--- src/verilog/fhc_pkg.sv ---
package fhc_pkg;

  // ==========================================================
  // Word and bus geometry
  localparam int WORD_W      = 9;
  localparam int ADDR_W      = 5;
  localparam int DATA_W      = 32;
  localparam int SYNC_STAGES = 2;

  // ==========================================================
  // Device timing, slowest speed grade so any grade works
  localparam int CLK_NS      = 20;
  localparam int T_PULSE_NS  = 80;
  localparam int T_REC_NS    = 20;
  localparam int T_ACCESS_NS = 80;
  localparam int T_DS_NS     = 40;
  localparam int T_FLAG_NS   = 100;
  localparam int T_RS_NS     = 80;
  localparam int T_RSS_NS    = 80;

  localparam int PULSE_C  = (T_PULSE_NS + CLK_NS - 1) / CLK_NS;
  localparam int REC_C    = (T_REC_NS + CLK_NS - 1) / CLK_NS;
  localparam int ACCESS_C = (T_ACCESS_NS + CLK_NS - 1) / CLK_NS;
  localparam int DS_C     = (T_DS_NS + CLK_NS - 1) / CLK_NS;
  localparam int FLAG_C   = (T_FLAG_NS + CLK_NS - 1) / CLK_NS;
  localparam int RS_C     = (T_RS_NS + CLK_NS - 1) / CLK_NS;
  localparam int RSS_C    = (T_RSS_NS + CLK_NS - 1) / CLK_NS;

  typedef logic [3:0] fhc_cnt_t;
  localparam fhc_cnt_t CNT_STEP = 4'h1;
  // Strobe low long enough for pulse width and data setup
  localparam fhc_cnt_t WR_LOW_CYC =
    fhc_cnt_t'((PULSE_C > DS_C) ? PULSE_C : DS_C);
  // Access time plus synchroniser delay before out_bus is sampled
  localparam fhc_cnt_t RD_LOW_CYC =
    fhc_cnt_t'(((PULSE_C > ACCESS_C + SYNC_STAGES) ? PULSE_C :
                ACCESS_C + SYNC_STAGES) + 1);
  localparam fhc_cnt_t RST_LOW_CYC =
    fhc_cnt_t'((RS_C > RSS_C) ? RS_C : RSS_C);
  localparam fhc_cnt_t RT_LOW_CYC = fhc_cnt_t'(PULSE_C);
  // Flags must settle and pass the synchroniser before next decision
  localparam fhc_cnt_t REC_CYC =
    fhc_cnt_t'((REC_C > FLAG_C + SYNC_STAGES) ? REC_C :
               FLAG_C + SYNC_STAGES);

  // ==========================================================
  // Register map
  localparam logic [ADDR_W-1:0] REG_CMD    = 5'h00;
  localparam logic [ADDR_W-1:0] REG_WDATA  = 5'h04;
  localparam logic [ADDR_W-1:0] REG_RDATA  = 5'h08;
  localparam logic [ADDR_W-1:0] REG_STATUS = 5'h0C;
  localparam logic [ADDR_W-1:0] REG_CFG    = 5'h10;

  localparam int CMD_RESET  = 0;
  localparam int CMD_WRITE  = 1;
  localparam int CMD_READ   = 2;
  localparam int CMD_REPLAY = 3;
  localparam int CMD_W      = 4;

  localparam int ST_BUSY   = 0;
  localparam int ST_INIT   = 1;
  localparam int ST_NODATA = 2;
  localparam int ST_NOROOM = 3;
  localparam int ST_MID    = 4;
  localparam int ST_WR_REF = 5;
  localparam int ST_RD_REF = 6;
  localparam int ST_RT_REF = 7;
  localparam int REF_W     = 3;

  localparam int CFG_DEPTH = 0;
  localparam int CFG_FIRST = 1;
  localparam int CFG_W     = 2;
  localparam logic [CFG_W-1:0] CFG_RESET = 2'h0;

  // ==========================================================
  // Types
  typedef enum logic [2:0] {
    S_IDLE, S_RST, S_WR, S_RD, S_RT, S_REC
  } fhc_state_e;

  typedef struct packed {
    logic              clear_pulse_n;
    logic              store_pulse_n;
    logic              fetch_pulse_n;
    logic              lead_or_replay_n;
    logic [WORD_W-1:0] in_bus;
  } fhc_dev_ctl_s;

  typedef struct packed {
    logic              no_data_flag_n;
    logic              no_room_flag_n;
    logic              midpoint_flag_n;
    logic [WORD_W-1:0] out_bus;
  } fhc_dev_sts_s;

  localparam fhc_dev_ctl_s CTL_IDLE = '{
    clear_pulse_n: 1'b1, store_pulse_n: 1'b1, fetch_pulse_n: 1'b1,
    lead_or_replay_n: 1'b1, in_bus: 9'h000};

endpackage : fhc_pkg

--- src/verilog/fhc_host.sv ---
// The implementer's own choices: the AHB-Lite register port and the placing of the registers.
`timescale 1ns/10ps
module fhc_host (
  input  wire logic                         ref_clk,
  input  wire logic                         srst,
  input  wire logic                         ce,
  input  wire logic                         hsel,
  input  wire logic [31:0]                  haddr,
  input  wire logic [1:0]                   htrans,
  input  wire logic                         hwrite,
  input  wire logic [2:0]                   hsize,
  input  wire logic [fhc_pkg::DATA_W-1:0]   hwdata,
  input  wire logic                         hready,
  output logic                              hreadyout,
  output logic                              hresp,
  output logic      [fhc_pkg::DATA_W-1:0]   hrdata,
  output fhc_pkg::fhc_dev_ctl_s             dev_ctl,
  input  wire fhc_pkg::fhc_dev_sts_s        dev_sts
);

  // ==========================================================
  // Pin synchronisers
  fhc_pkg::fhc_dev_sts_s sts_s;

  fhc_sync #(
    .W ($bits(fhc_pkg::fhc_dev_sts_s))
  ) u_sync (
    .ref_clk (ref_clk),
    .srst    (srst),
    .ce      (ce),
    .d       (dev_sts),
    .q       (sts_s)
  );

  // ==========================================================
  // Bus slave state
  logic                             pend_r,   pend_nxt;
  logic                             wr_r,     wr_nxt;
  logic [fhc_pkg::ADDR_W-1:0]       addr_r,   addr_nxt;
  logic                             hrdy_nxt;
  logic [fhc_pkg::DATA_W-1:0]       hrd_nxt;
  logic [fhc_pkg::WORD_W-1:0]       wdata_r,  wdata_nxt;
  logic [fhc_pkg::CFG_W-1:0]        cfg_r,    cfg_nxt;
  logic [fhc_pkg::CMD_W-1:0]        go_r,     go_nxt;
  logic [fhc_pkg::REF_W-1:0]        clr_r,    clr_nxt;

  // Sequencer state
  fhc_pkg::fhc_state_e              state_r,  state_nxt;
  fhc_pkg::fhc_cnt_t                cnt_r,    cnt_nxt;
  fhc_pkg::fhc_dev_ctl_s            ctl_nxt;
  logic                             init_r,   init_nxt;
  logic                             depth_r,  depth_nxt;
  logic                             first_r,  first_nxt;
  logic [fhc_pkg::WORD_W-1:0]       rdata_r,  rdata_nxt;
  logic [fhc_pkg::REF_W-1:0]        ref_r,    ref_nxt;
  logic [fhc_pkg::REF_W-1:0]        ref_set;
  logic [fhc_pkg::DATA_W-1:0]       status;

  function automatic logic is_last(input fhc_pkg::fhc_cnt_t cnt,
                                   input fhc_pkg::fhc_cnt_t lim);
    is_last = (cnt == lim - fhc_pkg::CNT_STEP);
  endfunction : is_last

  function automatic logic [fhc_pkg::DATA_W-1:0] rd_word(
    input logic [fhc_pkg::ADDR_W-1:0] a,
    input logic [fhc_pkg::WORD_W-1:0] wd,
    input logic [fhc_pkg::WORD_W-1:0] rd,
    input logic [fhc_pkg::DATA_W-1:0] st,
    input logic [fhc_pkg::CFG_W-1:0]  cf);
    rd_word = '0;
    case (a)
      fhc_pkg::REG_WDATA:  rd_word[fhc_pkg::WORD_W-1:0] = wd;
      fhc_pkg::REG_RDATA:  rd_word[fhc_pkg::WORD_W-1:0] = rd;
      fhc_pkg::REG_STATUS: rd_word = st;
      fhc_pkg::REG_CFG:    rd_word[fhc_pkg::CFG_W-1:0] = cf;
      default:             rd_word = '0;
    endcase
  endfunction : rd_word

  // ==========================================================
  // Status word; flags shown at pin level, after synchroniser
  always_comb begin
    status                             = '0;
    status[fhc_pkg::ST_BUSY]           = (state_r != fhc_pkg::S_IDLE);
    status[fhc_pkg::ST_INIT]           = init_r;
    status[fhc_pkg::ST_NODATA]         = sts_s.no_data_flag_n;
    status[fhc_pkg::ST_NOROOM]         = sts_s.no_room_flag_n;
    // Chain_out level when the device runs in depth mode
    status[fhc_pkg::ST_MID]            = sts_s.midpoint_flag_n;
    status[fhc_pkg::ST_RT_REF:fhc_pkg::ST_WR_REF] = ref_r;
  end

  // ==========================================================
  // AHB-Lite slave: one wait state on every transfer
  always_comb begin
    pend_nxt  = pend_r;
    wr_nxt    = wr_r;
    addr_nxt  = addr_r;
    hrdy_nxt  = hreadyout;
    hrd_nxt   = hrdata;
    wdata_nxt = wdata_r;
    cfg_nxt   = cfg_r;
    go_nxt    = '0;
    clr_nxt   = '0;
    if (pend_r) begin
      pend_nxt = 1'b0;
      hrdy_nxt = 1'b1;
      if (wr_r) begin
        case (addr_r)
          fhc_pkg::REG_CMD:    go_nxt = hwdata[fhc_pkg::CMD_W-1:0];
          fhc_pkg::REG_WDATA:  wdata_nxt = hwdata[fhc_pkg::WORD_W-1:0];
          fhc_pkg::REG_STATUS: clr_nxt =
            hwdata[fhc_pkg::ST_RT_REF:fhc_pkg::ST_WR_REF];
          fhc_pkg::REG_CFG:    cfg_nxt = hwdata[fhc_pkg::CFG_W-1:0];
          default:             go_nxt = '0;
        endcase
      end else begin
        hrd_nxt = rd_word(addr_r, wdata_r, rdata_r, status, cfg_r);
      end
    end else if (hsel && htrans[1] && hready) begin
      pend_nxt = 1'b1;
      hrdy_nxt = 1'b0;
      wr_nxt   = hwrite;
      addr_nxt = haddr[fhc_pkg::ADDR_W-1:0];
    end
  end

  always_ff @(posedge ref_clk) begin
    if (srst) begin
      pend_r    <= 1'b0;
      wr_r      <= 1'b0;
      addr_r    <= '0;
      hreadyout <= 1'b1;
      hresp     <= 1'b0;
      hrdata    <= '0;
      wdata_r   <= '0;
      cfg_r     <= fhc_pkg::CFG_RESET;
      go_r      <= '0;
      clr_r     <= '0;
    end else if (ce) begin
      pend_r    <= pend_nxt;
      wr_r      <= wr_nxt;
      addr_r    <= addr_nxt;
      hreadyout <= hrdy_nxt;
      hresp     <= 1'b0;
      hrdata    <= hrd_nxt;
      wdata_r   <= wdata_nxt;
      cfg_r     <= cfg_nxt;
      go_r      <= go_nxt;
      clr_r     <= clr_nxt;
    end
  end

  // ==========================================================
  // Pin sequencer; commands arriving while busy are dropped
  always_comb begin
    state_nxt = state_r;
    cnt_nxt   = cnt_r + fhc_pkg::CNT_STEP;
    ctl_nxt   = dev_ctl;
    init_nxt  = init_r;
    depth_nxt = depth_r;
    first_nxt = first_r;
    rdata_nxt = rdata_r;
    ref_set   = '0;
    case (state_r)
      fhc_pkg::S_IDLE: begin
        cnt_nxt = '0;
        if (!init_r || go_r[fhc_pkg::CMD_RESET]) begin
          state_nxt             = fhc_pkg::S_RST;
          depth_nxt             = cfg_r[fhc_pkg::CFG_DEPTH];
          first_nxt             = cfg_r[fhc_pkg::CFG_FIRST];
          ctl_nxt.clear_pulse_n = 1'b0;
          // Mode level set up with the clear edge
          ctl_nxt.lead_or_replay_n =
            cfg_r[fhc_pkg::CFG_DEPTH] ? cfg_r[fhc_pkg::CFG_FIRST] : 1'b1;
        end else if (go_r[fhc_pkg::CMD_REPLAY]) begin
          // Depth mode keeps its lead level
          if (depth_r) begin
            ref_set[fhc_pkg::ST_RT_REF-fhc_pkg::ST_WR_REF] = 1'b1;
          end else begin
            state_nxt                = fhc_pkg::S_RT;
            ctl_nxt.lead_or_replay_n = 1'b0;
          end
        end else if (go_r[fhc_pkg::CMD_WRITE]) begin
          // Level test of the synchronised flag
          if (sts_s.no_room_flag_n) begin
            state_nxt             = fhc_pkg::S_WR;
            ctl_nxt.store_pulse_n = 1'b0;
            ctl_nxt.in_bus        = wdata_r;
          end else begin
            ref_set[0] = 1'b1;
          end
        end else if (go_r[fhc_pkg::CMD_READ]) begin
          if (sts_s.no_data_flag_n) begin
            state_nxt             = fhc_pkg::S_RD;
            ctl_nxt.fetch_pulse_n = 1'b0;
          end else begin
            ref_set[fhc_pkg::ST_RD_REF-fhc_pkg::ST_WR_REF] = 1'b1;
          end
        end
      end
      fhc_pkg::S_RST: begin
        if (is_last(cnt_r, fhc_pkg::RST_LOW_CYC)) begin
          // Strobes stay high through the recovery that follows
          ctl_nxt.clear_pulse_n = 1'b1;
          init_nxt              = 1'b1;
          state_nxt             = fhc_pkg::S_REC;
          cnt_nxt               = '0;
        end
      end
      fhc_pkg::S_WR: begin
        if (is_last(cnt_r, fhc_pkg::WR_LOW_CYC)) begin
          // in_bus left in place for hold time
          ctl_nxt.store_pulse_n = 1'b1;
          state_nxt             = fhc_pkg::S_REC;
          cnt_nxt               = '0;
        end
      end
      fhc_pkg::S_RD: begin
        if (is_last(cnt_r, fhc_pkg::RD_LOW_CYC)) begin
          ctl_nxt.fetch_pulse_n = 1'b1;
          rdata_nxt             = sts_s.out_bus;
          state_nxt             = fhc_pkg::S_REC;
          cnt_nxt               = '0;
        end
      end
      fhc_pkg::S_RT: begin
        if (is_last(cnt_r, fhc_pkg::RT_LOW_CYC)) begin
          ctl_nxt.lead_or_replay_n = 1'b1;
          state_nxt                = fhc_pkg::S_REC;
          cnt_nxt                  = '0;
        end
      end
      fhc_pkg::S_REC: begin
        if (is_last(cnt_r, fhc_pkg::REC_CYC)) begin
          state_nxt = fhc_pkg::S_IDLE;
        end
      end
      default: begin
        state_nxt = fhc_pkg::S_IDLE;
        ctl_nxt   = fhc_pkg::CTL_IDLE;
      end
    endcase
    // New refusal wins over a clear in the same cycle
    ref_nxt = (ref_r & ~clr_r) | ref_set;
  end

  always_ff @(posedge ref_clk) begin
    if (srst) begin
      state_r <= fhc_pkg::S_IDLE;
      cnt_r   <= '0;
      dev_ctl <= fhc_pkg::CTL_IDLE;
      init_r  <= 1'b0;
      depth_r <= 1'b0;
      first_r <= 1'b0;
      rdata_r <= '0;
      ref_r   <= '0;
    end else if (ce) begin
      state_r <= state_nxt;
      cnt_r   <= cnt_nxt;
      // One controller drives a whole chain
      dev_ctl <= ctl_nxt;
      init_r  <= init_nxt;
      depth_r <= depth_nxt;
      first_r <= first_nxt;
      rdata_r <= rdata_nxt;
      ref_r   <= ref_nxt;
    end
  end
endmodule : fhc_host

--- src/verilog/fhc_sync.sv ---
`timescale 1ns/10ps
module fhc_sync #(
  parameter int W = 1
) (
  input  wire logic         ref_clk,
  input  wire logic         srst,
  input  wire logic         ce,
  input  wire logic [W-1:0] d,
  output logic      [W-1:0] q
);

  logic [W-1:0] meta_r;
  logic [W-1:0] meta_nxt;
  logic [W-1:0] q_nxt;

  // ==========================================================
  // Two stages; first stage is read only by the second
  always_comb begin
    meta_nxt = d;
    q_nxt    = meta_r;
  end

  always_ff @(posedge ref_clk) begin
    if (srst) begin
      meta_r <= '0;
      q      <= '0;
    end else if (ce) begin
      meta_r <= meta_nxt;
      q      <= q_nxt;
    end
  end

endmodule : fhc_sync

--- config.mk ---
export PLATFORM = sky130hd
export DESIGN_NAME = fhc_host
export DESIGN_NICKNAME = d
export VERILOG_FILES = /design/src/verilog/fhc_pkg.sv /design/src/verilog/fhc_host.sv /design/src/verilog/fhc_sync.sv
export SDC_FILE = /design/constraint.sdc
export NUM_CORES = 1
export LEC_CHECK = 0
export BUFFER_PORTS_ARGS = -buffer_cell sky130_fd_sc_hd__buf_2
export CORE_UTILIZATION = 55
export DETAILED_ROUTE_END_ITERATION = 8
export GPL_TIMING_DRIVEN = 0
export PLACE_DENSITY = 0.85
export SYNTH_ARGS = -nofsm -noshare
export SYNTH_HDL_FRONTEND = slang
export SYNTH_SLANG_ARGS = --single-unit
--- constraint.sdc ---
create_clock -name ref_clk -period 4.76 [get_ports ref_clk]
set_input_delay 0.952 -clock ref_clk [delete_from_list [all_inputs] [get_ports ref_clk]]
set_output_delay 0.952 -clock ref_clk [all_outputs]
set_load 0.05 [all_outputs]
==> impl_results.md <==
- Status: finished, final reports clean
- YS warnings: 0
- Die outline width: 89.0 um
- CP Capture Type: flip-flop
- Rows: 31
- Initial antenna violation count: 0
- Ys async rst share: 0
- Post-cts sizing count: 0
- Final setup vio count: 0
- CTS sink cnt: 93
- Relative slew slack: 0.318
- Largest net degree at the start of global routing: 16
- Pwr Density: 306 nW/um2
- Worst EP arrival: 2430 ps
- Area contributors post-synth: dfxtp_1, mux2i_1, nor2_1
- Most frequent cell after synthesis: dfxtp_1
- Die extent in y: 89.0 um
- Hold crit path type: flip-flop to flip-flop
- Reg2reg setup slack: 2750 ps
- Register area share after synthesis: 0.447
- Post-synth EDFFs: 0
- Worst hold path depth: 1
- Clock Tree Buf Depth: 2
- Max Cap Viol: 0
- First-pass GRT wire length: 15,100 um
- Via density: 5.54
- Worst Setup EP: u_sync.q[3]$_SDFFE_PP0P_
- Synth cell types: 61
- DR pass1 iterations: 6
- WL per Instance: 15.2 um
- Port Buf Inserts: 55
- Post-DRT Antenna Nets: 0
- GRT overflow: 0
- VDD IR max: 0.233 mV
- Kind of start point of the critical path: input pin
- Final GP Congestion: 0.924
- Slew @ Worst Pin: 1020 ps
- Final net count: 628
- CTS tree: built
- Yosys top cell by area: dfxtp_1
- Lkg Pwr: 2.06 nW
- Final Hold Fails: 0
- Worst Setup SP: ce
- Drt initial violations: 390
- Clock latency on the worst-skew pair: 370 ps
- Cell depth of the worst flop-to-flop path: 6
- Cts bufs inserted: 9
- RSZ-0062 raised after global routing: no
- Die ar.: 7920 um2
- Mean Syn Cell Area: 9.25 um2
- Setup TNS: 0 ps
- Cells after synthesis: 450
- Max FO, Critical Path: 10
- Synth Cell Area: 4160 um2
- Hpwl dp: 7240 um
- Hold_buf cts: 0
- Area growth syn-to-layout: 16.1%
- CTS root buf: clkbuf_8
- Fin crit period: 2190 ps
- Diodes inserted: 0
- H-tree levels: 3
- Initial Util: 0.571
- WP data required: 5000 ps
- Post-CTS Setup Bufs: 0
- Clock skew: 10.5 ps
- Vias in the first global route: 3,173
- Ports: 134
- Yosys top cell area share: 0.447
- All-Layer GR Usage: 0.255
- DR vias: 3,555
- Final wirelength: 9750 um
- Post-synth top cells: dfxtp_1, nor2_1, mux2i_1
- Fill count: 572
- CP Class: input pin to flip-flop
- Area post-placement: 4650 um2
- Predominant post-synthesis flop cell: dfxtp_1
- Post-route design area: 4830 um2
- Core Region: 7290 um2
- Share of post-route cells with drive strength above 1: 0.230
- FF/Latch Area: 1860 um2
- Reg clk slew, reported paths: 90 ps
- FMAX: 0.457 GHz
- Multi-input gate area: 2060 um2
- Reg2reg end: cnt_r[2]$_SDFFE_PP0P_
- Final Max Tran Viols: 0
- Final Cycle Share: 0.460
- Yosys reg bits: 93
- Residual DRC count: 0
- Worst r2r src: cnt_r[1]$_SDFFE_PP0P_
-- metal layers --
layer,track usage,vias to the layer above,routed length (um)
met5,0,-,0
met4,0.0736,0,167
met3,0.0766,23,691
met2,0.429,165,4640
met1,0.319,1645,4250
li1,-,1722,-
-- flip-flops by register name, summed over array words and instances, names as in the netlist, 3 cells and up --
register       flops
addr_r             5
clr_r              3
cnt_r              4
dev_ctl           13
go_r               4
hrdata             9
rdata_r            9
ref_r              3
state_r            3
u_sync.meta_r     12
u_sync.q          12
wdata_r            9
-- per-stage QoR --
stage          setup slack [ps]  cells   util  power, mW  hold slack [ps]
2_1_floorplan              2670    473      -      0.962              444
3_3_place_gp               2270    627  0.637      0.998              456
3_5_place_dp               2210    627  0.637       1.00              457
4_1_cts                    2590    642  0.662       1.48              479
5_1_grt                    2420    642  0.662       1.53              496
6_report                   2570    642  0.662       1.48              481
-- worst min-delay path by stage --
stage / slack, ps / from / to
global route: 500 / dev_ctl[1]$_SDFFE_PP0P_ / dev_ctl[1]$_SDFFE_PP0P_
floorplan: 440 / cfg_r[1]$_SDFFE_PP0P_ / cfg_r[1]$_SDFFE_PP0P_
finish: 480 / dev_ctl[5]$_SDFFE_PP0P_ / dev_ctl[5]$_SDFFE_PP0P_
detailed placement: 460 / dev_ctl[11]$_SDFFE_PP1P_ / dev_ctl[11]$_SDFFE_PP1P_
global placement: 460 / dev_ctl[11]$_SDFFE_PP1P_ / dev_ctl[11]$_SDFFE_PP1P_
CTS: 480 / wdata_r[6]$_SDFFE_PP0P_ / wdata_r[6]$_SDFFE_PP0P_
-- power by group --
group / internal (mW) / total [mW] / leakage (nW) / switching, mW
logic: 0.0594 / 0.183 / 1.22 / 0.123
registers: 0.794 / 0.805 / 0.754 / 0.0112
clock network: 0.218 / 0.492 / 0.0880 / 0.274
total: 1.07 / 1.48 / 2.06 / 0.408
-- area by class of cell --
class	count	area share
clock inverter	4	0.00673
sequential	93	0.385
multi-input combinational	325	0.427
buffer	51	0.0637
clock buffer	11	0.0313
timing repair buffer	55	0.0570
tap	99	0.0256
inverter	4	0.00311
-- cell families (layout without fill, tap and decap cells) --
| family | Yosys count | in the layout | synth area share |
|---|---|---|---|
| multiplexers | 50 | 50 | 0.122 |
| XOR/XNOR | 1 | 1 | 0.00211 |
| AO/OA/AOI/OAI | 82 | 82 | 0.137 |
| AND/OR/NAND/NOR | 166 | 166 | 0.207 |
| adder cells (fa/ha/maj) | 2 | 2 | 0.00601 |
| flip-flops | 93 | 93 | 0.447 |
| other | 1 | 24 | 0.000901 |
| buffers and inverters | 55 | 125 | 0.0776 |
-- cells in the final DEF, fill, tap and decap left out, types with 8 or more instances in the layout --
| cell | netlist | layout |
|---|---|---|
| dfxtp_1 | 93 | 93 |
| nor2_1 | 71 | 71 |
| buf_2 | 8 | 63 |
| mux2i_1 | 43 | 43 |
| a21oi_1 | 30 | 30 |
| buf_4 | 24 | 24 |
| conb_1 | 1 | 24 |
| nand2_1 | 22 | 22 |
| nand3_1 | 15 | 15 |
| clkbuf_1 | 14 | 14 |
| nor2b_1 | 11 | 11 |
| clkbuf_8 | 0 | 11 |
| nor3_1 | 9 | 9 |
| a22o_1 | 9 | 9 |
| a22oi_1 | 8 | 8 |
-- worst max-delay path: stages --
cell	delay [ps]
buf_2	100
buf_2	230
buf_1	440
buf_2	400
mux2i_1	240
nor2_1	60
(Power assumes the default switching activity.)
